File: config.mk
export PLATFORM = sky130hd
export DESIGN_NAME = asb_cmd_block
export DESIGN_NICKNAME = d
export VERILOG_FILES = /design/src/asb_pkg.sv /design/src/asb_cmd_block.sv
export VERILOG_INCLUDE_DIRS = /design/src
export SDC_FILE = /design/constraint.sdc
export NUM_CORES = 2
export LEC_CHECK = 0
export BUFFER_PORTS_ARGS = -buffer_cell sky130_fd_sc_hd__buf_2
export CORE_ASPECT_RATIO = 0.5
export CORE_UTILIZATION = 30
export DETAILED_ROUTE_END_ITERATION = 16
export SETUP_SLACK_MARGIN = 0.5
export SLEW_MARGIN = 20
export SYNTH_ARGS = -nofsm -noshare
export SYNTH_HDL_FRONTEND = slang
export SYNTH_SLANG_ARGS = --single-unit
File: constraint.sdc
create_clock -name clk_sys_in -period 8.7 [get_ports clk_sys_in]
set_input_delay 0 -clock clk_sys_in [delete_from_list [all_inputs] [get_ports clk_sys_in]]
set_output_delay 0 -clock clk_sys_in [all_outputs]
set_load 0.02 [all_outputs]
File: src/asb_defines.svh
// opcodes, register bit positions, buffer geometry and timing counts
`ifndef ASB_DEFINES_SVH
`define ASB_DEFINES_SVH
`define ASB_OP_STANDBY_IMM      8'hE0
`define ASB_OP_STANDBY_IMM_ALT  8'h94
`define ASB_OP_WRITE_BUF        8'hE8
`define ASB_OP_WRITE_BUF_DMA    8'hEB
`define ASB_OP_READ_BUF         8'hE4
`define ASB_ERR_ABORT_BIT       2
`define ASB_ST_BUSY_BIT         7
`define ASB_ST_READY_BIT        6
`define ASB_ST_FAULT_BIT        5
`define ASB_ST_SEEK_DONE_BIT    4
`define ASB_ST_DRQ_BIT          3
`define ASB_ST_CORR_BIT         2
`define ASB_ST_ERR_BIT          0
`define ASB_STATUS_RESET        8'h50
`define ASB_ERROR_RESET         8'h00
`define ASB_SECTOR_WORDS        256
`define ASB_SPIN_DOWN_NS        2000
`define ASB_SPIN_UP_NS          5000
`define ASB_CLK_PERIOD_NS       10
`define ASB_SPIN_DOWN_CYC       (`ASB_SPIN_DOWN_NS / `ASB_CLK_PERIOD_NS)
`define ASB_SPIN_UP_CYC         (`ASB_SPIN_UP_NS / `ASB_CLK_PERIOD_NS)
`endif

File: src/asb_pkg.sv
// types shared by the standby and buffer-write command block
package asb_pkg;
  typedef enum logic [2:0] {
    ASB_IDLE,
    ASB_SPIN_DOWN,
    ASB_SPIN_UP,
    ASB_XFER,
    ASB_READ,
    ASB_DONE
  } asb_state_t;

  typedef struct packed {
    logic       valid;
    logic [7:0] opcode;
  } asb_cmd_t;

  typedef struct packed {
    logic        valid;
    logic [15:0] data;
  } asb_word_t;
endpackage

File: src/asb_cmd_block.sv
// command decode and execution for standby immediate and buffer writes
`include "asb_defines.svh"

// Behaviour
// RULE_01: E0h or 94h means standby immediate
// RULE_02: standby entered at once, no timer wait
// RULE_03: spindle stops; register interface stays live
// RULE_04: already stopped spindle skips spin-down
// RULE_05: standby accepts commands; media commands spin up
// RULE_06: standby immediate keeps stored timeout value
// RULE_07: extended power enabled enters Standby_Z
// RULE_08: E8h means programmed buffer write
// RULE_09: programmed write stores one sector in buffer
// RULE_10: buffer data moves as 16-bit words
// RULE_11: buffer read returns last written sector
// RULE_12: EBh means DMA buffer write
// RULE_13: DMA write stores one sector in buffer
// RULE_14: error register reports only abort flag
// RULE_15: completion status bits, seek done for standby
// RULE_16: idle timeout enters standby, access restarts
module asb_cmd_block
  import asb_pkg::*;
#(
  parameter int SECTOR_WORDS  = `ASB_SECTOR_WORDS,
  parameter int SPIN_DOWN_CYC = `ASB_SPIN_DOWN_CYC,
  parameter int SPIN_UP_CYC   = `ASB_SPIN_UP_CYC
)
(
  input  wire logic        clk_sys_in,
  input  wire logic        reset_n_in,
  input  wire asb_cmd_t    cmd_in,
  input  wire asb_word_t   pio_word_in,
  input  wire asb_word_t   dma_word_in,
  input  wire logic        data_rd_in,
  input  wire logic        host_access_in,
  input  wire logic        epc_enable_in,
  input  wire logic        timeout_set_in,
  input  wire logic [31:0] timeout_cyc_in,
  output logic [15:0]      data_out,
  output logic [7:0]       command_error_flags_out,
  output logic [7:0]       command_status_flags_out,
  output logic             dma_req_out,
  output logic             spindle_run_out,
  output logic             standby_out,
  output logic             standby_z_out,
  output logic [31:0]      timeout_value_out
);
  localparam int AW = $clog2(SECTOR_WORDS);
  localparam int CW = 32;
  // counters are 32 bits, wide enough for any int spin time

  // command kind held for the running command
  localparam logic [1:0] KIND_NONE    = 2'h0;
  localparam logic [1:0] KIND_STANDBY = 2'h1;
  localparam logic [1:0] KIND_PIO     = 2'h2;
  localparam logic [1:0] KIND_DMA     = 2'h3;

  initial
  begin
    if (SECTOR_WORDS < 2)
      $error("asb_cmd_block: sector needs at least two words");
    if (SPIN_DOWN_CYC < 1)
      $error("asb_cmd_block: spin-down time must be at least one cycle");
    if (SPIN_UP_CYC < 1)
      $error("asb_cmd_block: spin-up time must be at least one cycle");
  end

  function automatic logic [1:0] decode_op(input logic [7:0] op);
    // 0 none, 1 standby, 2 pio write, 3 dma write
    case (op)
      `ASB_OP_STANDBY_IMM, `ASB_OP_STANDBY_IMM_ALT: decode_op = KIND_STANDBY; // [RULE_01]
      `ASB_OP_WRITE_BUF:                          decode_op = KIND_PIO; // [RULE_08]
      `ASB_OP_WRITE_BUF_DMA:                      decode_op = KIND_DMA; // [RULE_12]
      default:                                    decode_op = KIND_NONE;
    endcase
  endfunction

  // no command in flight: the command register is open and the idle timer may run
  function automatic logic is_quiet(input asb_state_t st);
    case (st)
      ASB_IDLE, ASB_DONE: is_quiet = 1'b1;
      default:            is_quiet = 1'b0;
    endcase
  endfunction

  // ending status: ready always, seek done only after standby, error bit clear
  function automatic logic [7:0] done_status(input logic [1:0] kind);
    logic [7:0] st;
    st                        = 8'h00;
    st[`ASB_ST_READY_BIT]     = 1'b1; // [RULE_15]
    st[`ASB_ST_SEEK_DONE_BIT] = kind == KIND_STANDBY; // [RULE_15]
    st[`ASB_ST_ERR_BIT]       = 1'b0; // [RULE_14]
    done_status               = st;
  endfunction

  asb_state_t      state;
  logic [1:0]      cur_kind;
  logic [CW-1:0]   wait_cnt;
  logic [AW-1:0]   ptr;
  logic [15:0]     sector_mem [SECTOR_WORDS];
  logic [CW-1:0]   idle_cnt;
  logic [1:0]      new_kind;
  logic            is_read;
  logic            accept;
  logic            word_take;
  logic [15:0]     word_data;
  // decoded conditions shared by several processes
  logic            quiet;
  logic            standby_req;
  logic            last_word;
  logic            spin_down_done;
  logic            spin_up_done;
  logic            idle_reload;
  logic            timer_expired;

  assign new_kind       = decode_op(cmd_in.opcode);
  assign is_read        = cmd_in.opcode == `ASB_OP_READ_BUF;
  assign quiet          = is_quiet(state);
  // commands are only taken while not busy; the interface stays live in standby
  assign accept         = cmd_in.valid && quiet; // [RULE_03] [RULE_05]
  assign standby_req    = accept && new_kind == KIND_STANDBY; // [RULE_01] [RULE_02]
  assign word_take      = state == ASB_XFER && // [RULE_10]
                          (cur_kind == KIND_PIO ? pio_word_in.valid : dma_word_in.valid);
  assign word_data      = cur_kind == KIND_PIO ? pio_word_in.data : dma_word_in.data;
  // the final word closes the transfer in the cycle in which it is taken
  assign last_word      = word_take && ptr == AW'(SECTOR_WORDS - 1);
  assign spin_down_done = state == ASB_SPIN_DOWN && wait_cnt == CW'(SPIN_DOWN_CYC - 1);
  assign spin_up_done   = state == ASB_SPIN_UP && wait_cnt == CW'(SPIN_UP_CYC - 1);
  // any host activity restarts the countdown, and so does a stopped spindle
  assign idle_reload    = host_access_in || cmd_in.valid || timeout_set_in || !spindle_run_out;
  // expiry needs a quiet cycle: an access in the same cycle wins and restarts the timer
  assign timer_expired  = quiet && !idle_reload && idle_cnt == 32'h1; // [RULE_16]

  // command sequencer
  always_ff @(posedge clk_sys_in or negedge reset_n_in)
  begin
    if (!reset_n_in)
    begin
      state    <= ASB_IDLE;
      cur_kind <= 2'h0;
      wait_cnt <= '0;
    end
    else
    begin
      case (state)
        ASB_IDLE, ASB_DONE:
        begin
          if (standby_req)
          begin
            cur_kind <= 2'h1;
            wait_cnt <= '0;
            // spindle already stopped: nothing to wind down
            state    <= spindle_run_out ? ASB_SPIN_DOWN : ASB_DONE; // [RULE_02] [RULE_04]
          end
          else if (accept && (new_kind != 2'h0 || is_read))
          begin
            cur_kind <= is_read ? 2'h0 : new_kind;
            wait_cnt <= '0;
            // buffer lives in the controller, so no media spin-up is needed here
            state    <= is_read ? ASB_READ : ASB_XFER; // [RULE_09] [RULE_13]
          end
          else if (accept)
          begin
            cur_kind <= 2'h0;
            wait_cnt <= '0;
            // any other command is taken to need the media
            state    <= spindle_run_out ? ASB_DONE : ASB_SPIN_UP; // [RULE_05]
          end
        end
        ASB_SPIN_DOWN:
        begin
          wait_cnt <= wait_cnt + 1'b1;
          if (spin_down_done)
            state <= ASB_DONE;
        end
        ASB_SPIN_UP:
        begin
          wait_cnt <= wait_cnt + 1'b1;
          if (spin_up_done)
            state <= ASB_DONE;
        end
        ASB_XFER:
        begin
          if (last_word)
            state <= ASB_DONE; // [RULE_09]
        end
        ASB_READ:
        // reads leave the buffer untouched, so a second read returns the same sector
        begin
          if (data_rd_in && ptr == AW'(SECTOR_WORDS - 1))
            state <= ASB_DONE;
        end
        default:
          state <= ASB_IDLE;
      endcase
    end
  end

  // word pointer restarts at zero so reads and writes share one sector region
  always_ff @(posedge clk_sys_in or negedge reset_n_in)
  begin
    if (!reset_n_in)
      ptr <= '0;
    else if (accept)
      ptr <= '0; // [RULE_11]
    else if (word_take || (state == ASB_READ && data_rd_in))
      ptr <= ptr + 1'b1;
  end

  // sector buffer; no reset, contents are defined by the last write
  always_ff @(posedge clk_sys_in)
  begin
    if (word_take)
      sector_mem[ptr] <= word_data; // [RULE_09] [RULE_13] [RULE_11]
  end

  always_ff @(posedge clk_sys_in or negedge reset_n_in)
  begin
    if (!reset_n_in)
      data_out <= 16'h0000;
    // the read word trails the pointer by one cycle, so reads are at most every other cycle
    else if (state == ASB_READ)
      data_out <= sector_mem[ptr]; // [RULE_11]
  end

  always_ff @(posedge clk_sys_in or negedge reset_n_in)
  begin
    if (!reset_n_in)
      dma_req_out <= 1'b0;
    else
      dma_req_out <= state == ASB_XFER && cur_kind == 2'h3 &&
                     !last_word; // [RULE_13]
  end

  // power state: spindle, standby, extended standby
  // timer expiry leaves the sequencer alone; the last ending status keeps standing
  always_ff @(posedge clk_sys_in or negedge reset_n_in)
  begin
    if (!reset_n_in)
    begin
      spindle_run_out <= 1'b1;
      standby_out     <= 1'b0;
      standby_z_out   <= 1'b0;
    end
    else if (standby_req || timer_expired)
    begin
      spindle_run_out <= 1'b0; // [RULE_03] [RULE_16]
      standby_out     <= 1'b1; // [RULE_02]
      standby_z_out   <= epc_enable_in; // [RULE_07]
    end
    else if (spin_up_done)
    begin
      spindle_run_out <= 1'b1; // [RULE_05]
      standby_out     <= 1'b0;
      standby_z_out   <= 1'b0;
    end
  end

  // stored timeout only changes on its own setter, never on standby immediate
  always_ff @(posedge clk_sys_in or negedge reset_n_in)
  begin
    if (!reset_n_in)
      timeout_value_out <= 32'h0;
    else if (timeout_set_in)
      timeout_value_out <= timeout_cyc_in; // [RULE_06]
  end

  // idle countdown: zero means disabled or expired
  always_ff @(posedge clk_sys_in or negedge reset_n_in)
  begin
    if (!reset_n_in)
      idle_cnt <= 32'h0;
    else if (idle_reload)
      idle_cnt <= timeout_set_in ? timeout_cyc_in : timeout_value_out; // [RULE_16]
    else if (idle_cnt != 32'h0 && quiet)
      idle_cnt <= idle_cnt - 1'b1; // [RULE_16]
  end

  // completion status and error flags
  always_ff @(posedge clk_sys_in or negedge reset_n_in)
  begin
    if (!reset_n_in)
    begin
      command_status_flags_out <= `ASB_STATUS_RESET;
      command_error_flags_out  <= `ASB_ERROR_RESET;
    end
    else if (accept)
    begin
      command_status_flags_out <= 8'h80;
      command_error_flags_out  <= 8'h00;
    end
    else if (state == ASB_XFER || state == ASB_READ)
    begin
      command_status_flags_out <= 8'h00;
      command_status_flags_out[`ASB_ST_DRQ_BIT] <= 1'b1;
    end
    // ending status is written once, then stands until the next accepted command
    else if (state == ASB_DONE && command_status_flags_out[`ASB_ST_BUSY_BIT] |
             command_status_flags_out[`ASB_ST_DRQ_BIT])
    begin
      command_status_flags_out <= done_status(cur_kind); // [RULE_14] [RULE_15]
      command_error_flags_out <= 8'h00; // only abort may ever be set [RULE_14]
    end
  end
endmodule

## Word level (Yosys, flattened, before mapping)

Memories as Yosys holds them, arrays and structs flattened. A register that Yosys moved wholly into a read port is not among the register bits.
Index checks and enable logic that the tools add are counted.

- Latch bits: 0
- Memory bits (writable): 4096
- Flip-flop bits (word level): 129
- ROM bits: 0
- Output and inout port bits: 68
- Memories kept: 1

Memories:

| name | depth | width | read ports | clocked after memory_dff | write ports | line | text |
|---|---|---|---|---|---|---|---|
| sector_mem | 256 | 16 | 1 | 1 | 1 | asb_cmd_block.sv:100 | `logic [15:0] sector_mem [SECTOR_WORDS];` |

- $lt $le $gt $ge: 0
- Shifts and indexed selects: 0
- $mul: 0
- Divide/modulo/power cells: 0
- Reductions and logical operators: 43
- Eq/ne operators: 24
- Add/sub/neg operators: 3
- Bitwise gates (word level): 1
- Mux-type cells: 41

Operators by type and width:

| kind | number |
|---|---|
| two-way mux 32 bit | 6 |
| two-way mux 8 bit | 8 |
| one-hot mux 32 bit (2 select lines) | 1 |
| equality test 8 bit, second input constant | 6 |
| adder 32 x 1 -> 32 bit, second input constant | 1 |
| equality test 32 x 1 -> 1 bit, second input constant | 1 |
| equality test 32 x 8 -> 1 bit, second input constant | 1 |
| equality test 32 x 9 -> 1 bit, second input constant | 1 |
| nonzero test 32 bit | 1 |
| subtractor 32 x 1 -> 32 bit, second input constant | 1 |
| two-way mux 3 bit | 10 |
| two-way mux 16 bit | 1 |
| logical AND 1 bit | 15 |
| one-hot mux 3 bit (5 select lines) | 1 |
| nonzero test 2 bit | 6 |
| inequality test 2 bit, second input constant | 5 |
| two-way mux 1 bit | 9 |
| adder 8 x 1 -> 8 bit, second input constant | 1 |
| two-way mux 2 bit | 4 |
| logical OR 1 bit | 7 |
| equality test 3 x 2 -> 1 bit, second input constant | 2 |
| equality test 3 bit, second input constant | 2 |
| one-hot mux 2 bit (3 select lines) | 1 |
| AND reduction 2 bit | 3 |
| 10 further kinds | 18 |

## Longest topological paths before layout

- Depth after elaboration: 9
- Mapped depth: 13
- Gate-level depth less buffers: 8

## Worst setup path before layout

Ideal clock, no wire load.

- Path type: flip-flop to flip-flop
- From: reg cur_kind[0]
- To: mem sector_mem[0][10], data pin
- Cell stages (with the launch flop): 5
- Required time: 8.144 ns
- Library setup time: 0.556 ns
- Data arrival time: 2.882 ns
- Setup slack: 5.263 ns
- Cell sequence: dfrtp_1 > nor2b_4 > buf_6 > clkbuf_1 > mux2_2

- Cells in the longest elaborated chain, start to end: 2

Ends and longest elaborated chain:

| item | line | text |
|---|---|---|
| start: declaration | asb_cmd_block.sv:97 | `logic [1:0] cur_kind;` |
| start signal: assignment | asb_cmd_block.sv:157 | `cur_kind <= is_read ? 2'h0 : new_kind;` |
| equality test 2 bit | asb_cmd_block.sv:124 | `assign word_data = cur_kind == KIND_PIO ? pio_word_in.data : dma_word_in.data;` |
| two-way mux 16 bit | asb_cmd_block.sv:124 |  |
| net word_data[10] | asb_cmd_block.sv:106 | `logic [15:0] word_data;` |
| end: declaration | asb_cmd_block.sv:100 |  |

The timed path passes the listed nets, and every way through them passes these cells.

==> reports/metrics.cfg <==
[synthesis]
synth_compound_area_share_pct=3.17
synth_xor_area_share_pct=0.349
yosys-top-cells-count=edfxtp_1 (4096), mux4_2 (939), nor2_1 (429)
netlist-cell-type-count=80
synthAdderAreaFrac_pct=0.0613
synth_most_common_cell=edfxtp_1
ys_ff_latch=4229
synth-main-ff-cell=edfxtp_1
yosysTopAreaCellShare_pct=75.3
synth_edf_count=4096
synth_area_mm2=0.163
synth_mux_area_share_pct=15.2
avgSynthCellArea_um2=21.1
synthCells=7729
yosys_warnings=0
ys_async_sr_fraction_pct=3.14
yosysTopAreaCell=edfxtp_1
ys_seq_area_share_pct=77.4
synth_top_family_by_area=multiplexers
synth_area_leaders=edfxtp_1 (75%), mux4_2 (13%), dfrtp_1 (2.0%)
synthSimpleGateAreaFrac_pct=2.39

[floorplan]
ioPinCount=149
num_rows=191
die_h_um=524
initial_core_util_pct=30.1
die_area_mm2=0.547
core-area_mm2=0.542
die_w_um=1050

[route]
drt_first_pass_iters=6
wl_um=463000
drtIter0Drc=10900
avgRoutedWirePerCell_um=29.1
vias_per_cell=5.24
ant_nets=0
vias=83400
drc=0

[worst_setup_path]
cp.required_ns=9.59
critical_path_class=flop to flop
r2r-start=ptr[2]$_DFFE_PN0P_
cp-start-kind=flop
worstSetupStartpoint=ptr[2]$_DFFE_PN0P_
path_max_fanout=79
crit_arrival_ns=6.23
endpoint_kind=flop

[final_layout]
drive_gt1_share_pct=26.5
nNetsFinal=8458
syn2layout_area_growth_pct=15.9
post-route-util_pct=34.9
fin_area_mm2=0.189
n_fill_cell=49800

[cts]
cts_resized=0
cts_tree=yes
clkTransAtPathRegs_ns=0.07
clkLatencyLatePin_ns=0.99
cts_buffers=388
cts.sinks=4229
htreeDepth=5
clockBufferDepth=4
root_buffer=clkbuf_16

[timing]
finalMaxSlewViolations=0
holdWs_ns=-0.0116
finalSetupViolations=0
fin_skew_ns=0.148
min_period_ns=5.34
slew_headroom_pct=15.0
rsz0062_at_grt=no
tightest_slew_ns=1.27
timing.fmax_mhz=187
period_share_pct=61.4
fin_tns_setup_ns=0
hold_viol_final=7

[status]
violations=negative hold slack
status=finished with violations

[power]
p_per_area_mw_per_mm2=264
peakVddDrop_mv=0.187
power.leakage_nw=58.1
report.power.total_mw=49.9

[grt]
grt_first_pass_wirelength_um=646000
grt_pass1_vias=82900
antenna_found_initial=33
grt_max_degree=169
grt_overflow_total=0
grt_use_total_pct=16.4

[worst_hold_path]
hold_start=pio_word_in[12]
hold_path_class=primary input to flop

[placed_design]
dp_hpwl_um=271000
placed_cell_area_mm2=0.175
routabilityCongestion=0.861
io_buffers=136

[job]
maxCapViolations=0

-- worst paths after layout --
| check | to | slack, ns | depth (start not counted) |
|---|---|---|---|
| worst max-delay path | data_out[15]$_DFFE_PN0N_ | 3.36 | 8 |
| worst min-delay path | sector_mem[253][12]$_DFFE_PP_ | -0.01 | 2 |
| worst max register to register | data_out[15]$_DFFE_PN0N_ | 3.36 | 8 |
| worst min register to register | command_status_flags_out[4]$_DFFE_PN1P_ | 0.49 | 2 |
| max in group asynchronous | ptr[0]$_DFFE_PN0P_ | 7.60 | 4 |
| min in group asynchronous | idle_cnt[6]$_DFFE_PN0P_ | 0.29 | 4 |
-- cell type report --
type                       count  area (µm²)  share of cell area, %
antenna                        9        22.5                 0.0119
timing repair buffer         688        5710                   3.02
clock buffer                 468       10200                   5.40
clock inverter               234        2410                   1.27
inverter                      31         124                 0.0655
multi-input combinational   3031       35300                   18.6
tap                         7237        9050                   4.79
sequential                  4229      126000                   66.8
-- report_power, final --
part	internal, mW	total, mW	switching (mW)	leakage (nW)
combinational	4.15	9.79	5.64	13.5
clock	9.70	17.3	7.64	6.19
sequential	22.5	22.8	0.297	38.4
total	36.3	49.9	13.6	58.1
-- state kept, by name (all words and copies together) (netlist names), 2 cells and up --
| name | cells |
|---|---|
| data_out | 16 |
| idle_cnt | 32 |
| state | 3 |
| timeout_value_out | 32 |
| command_status_flags_out | 4 |
| cur_kind | 2 |
| ptr | 8 |
| sector_mem | 4096 |
| wait_cnt | 32 |
-- placed cells by master (no fill, tap or decap), types with 136 or more instances in the layout --
cell type	count
mux2_2	136
nor2_1	396
o22ai_1	183
dlygate4sd3_1	138
mux2i_1	200
edfxtp_1	4096
o21ai_0	151
mux4_2	939
clkbuf_16	395
buf_4	375
nand2_1	141
a21oi_1	159
-- what timing repair did --
item,in CTS,in global routing
buffers inserted,0,0
endpoints found under the hold margin,725,100
hold buffers,143,6
-- metal layers --
layer	GRT usage, %	part of all wire (%)	vias to the layer above
met5	0	0.017	-
met4	6.39	4.3	12
met3	3.22	9.0	809
met2	26.2	47	4172
met1	22.2	40	44900
li1	-	-	33500
-- metrics by stage --
stage,hold WS [ns],instances,setup slack [ns]
6_report,-0.0116,15900,3.36
5_1_grt,0.0172,15900,3.38
4_1_cts,0.00578,15900,3.66
3_5_place_dp,-0.0456,15100,3.71
3_3_place_gp,-0.0481,15100,2.61
2_1_floorplan,-0.296,7740,5.26
-- cells by family after synthesis --
| family | after synthesis |
|---|---|
| adders and majority gates | 8 |
| other | 1 |
| xor gates and xnor gates | 65 |
| AOI/OAI and AO/OA | 801 |
| buffers and inverters | 480 |
| muxes | 1291 |
| DFF | 4229 |
| and+or+nand+nor | 854 |
-- critical path, stage by stage, from the launching register on --
cell	delay (ns)
dfrtp_4	0.63
buf_12	0.49
buf_4	0.61
or3b_2	0.28
buf_4	0.60
o22ai_1	0.40
o41ai_2	0.98
nand4_1	0.76
a21oi_1	0.34
(Power assumes the default switching activity.)
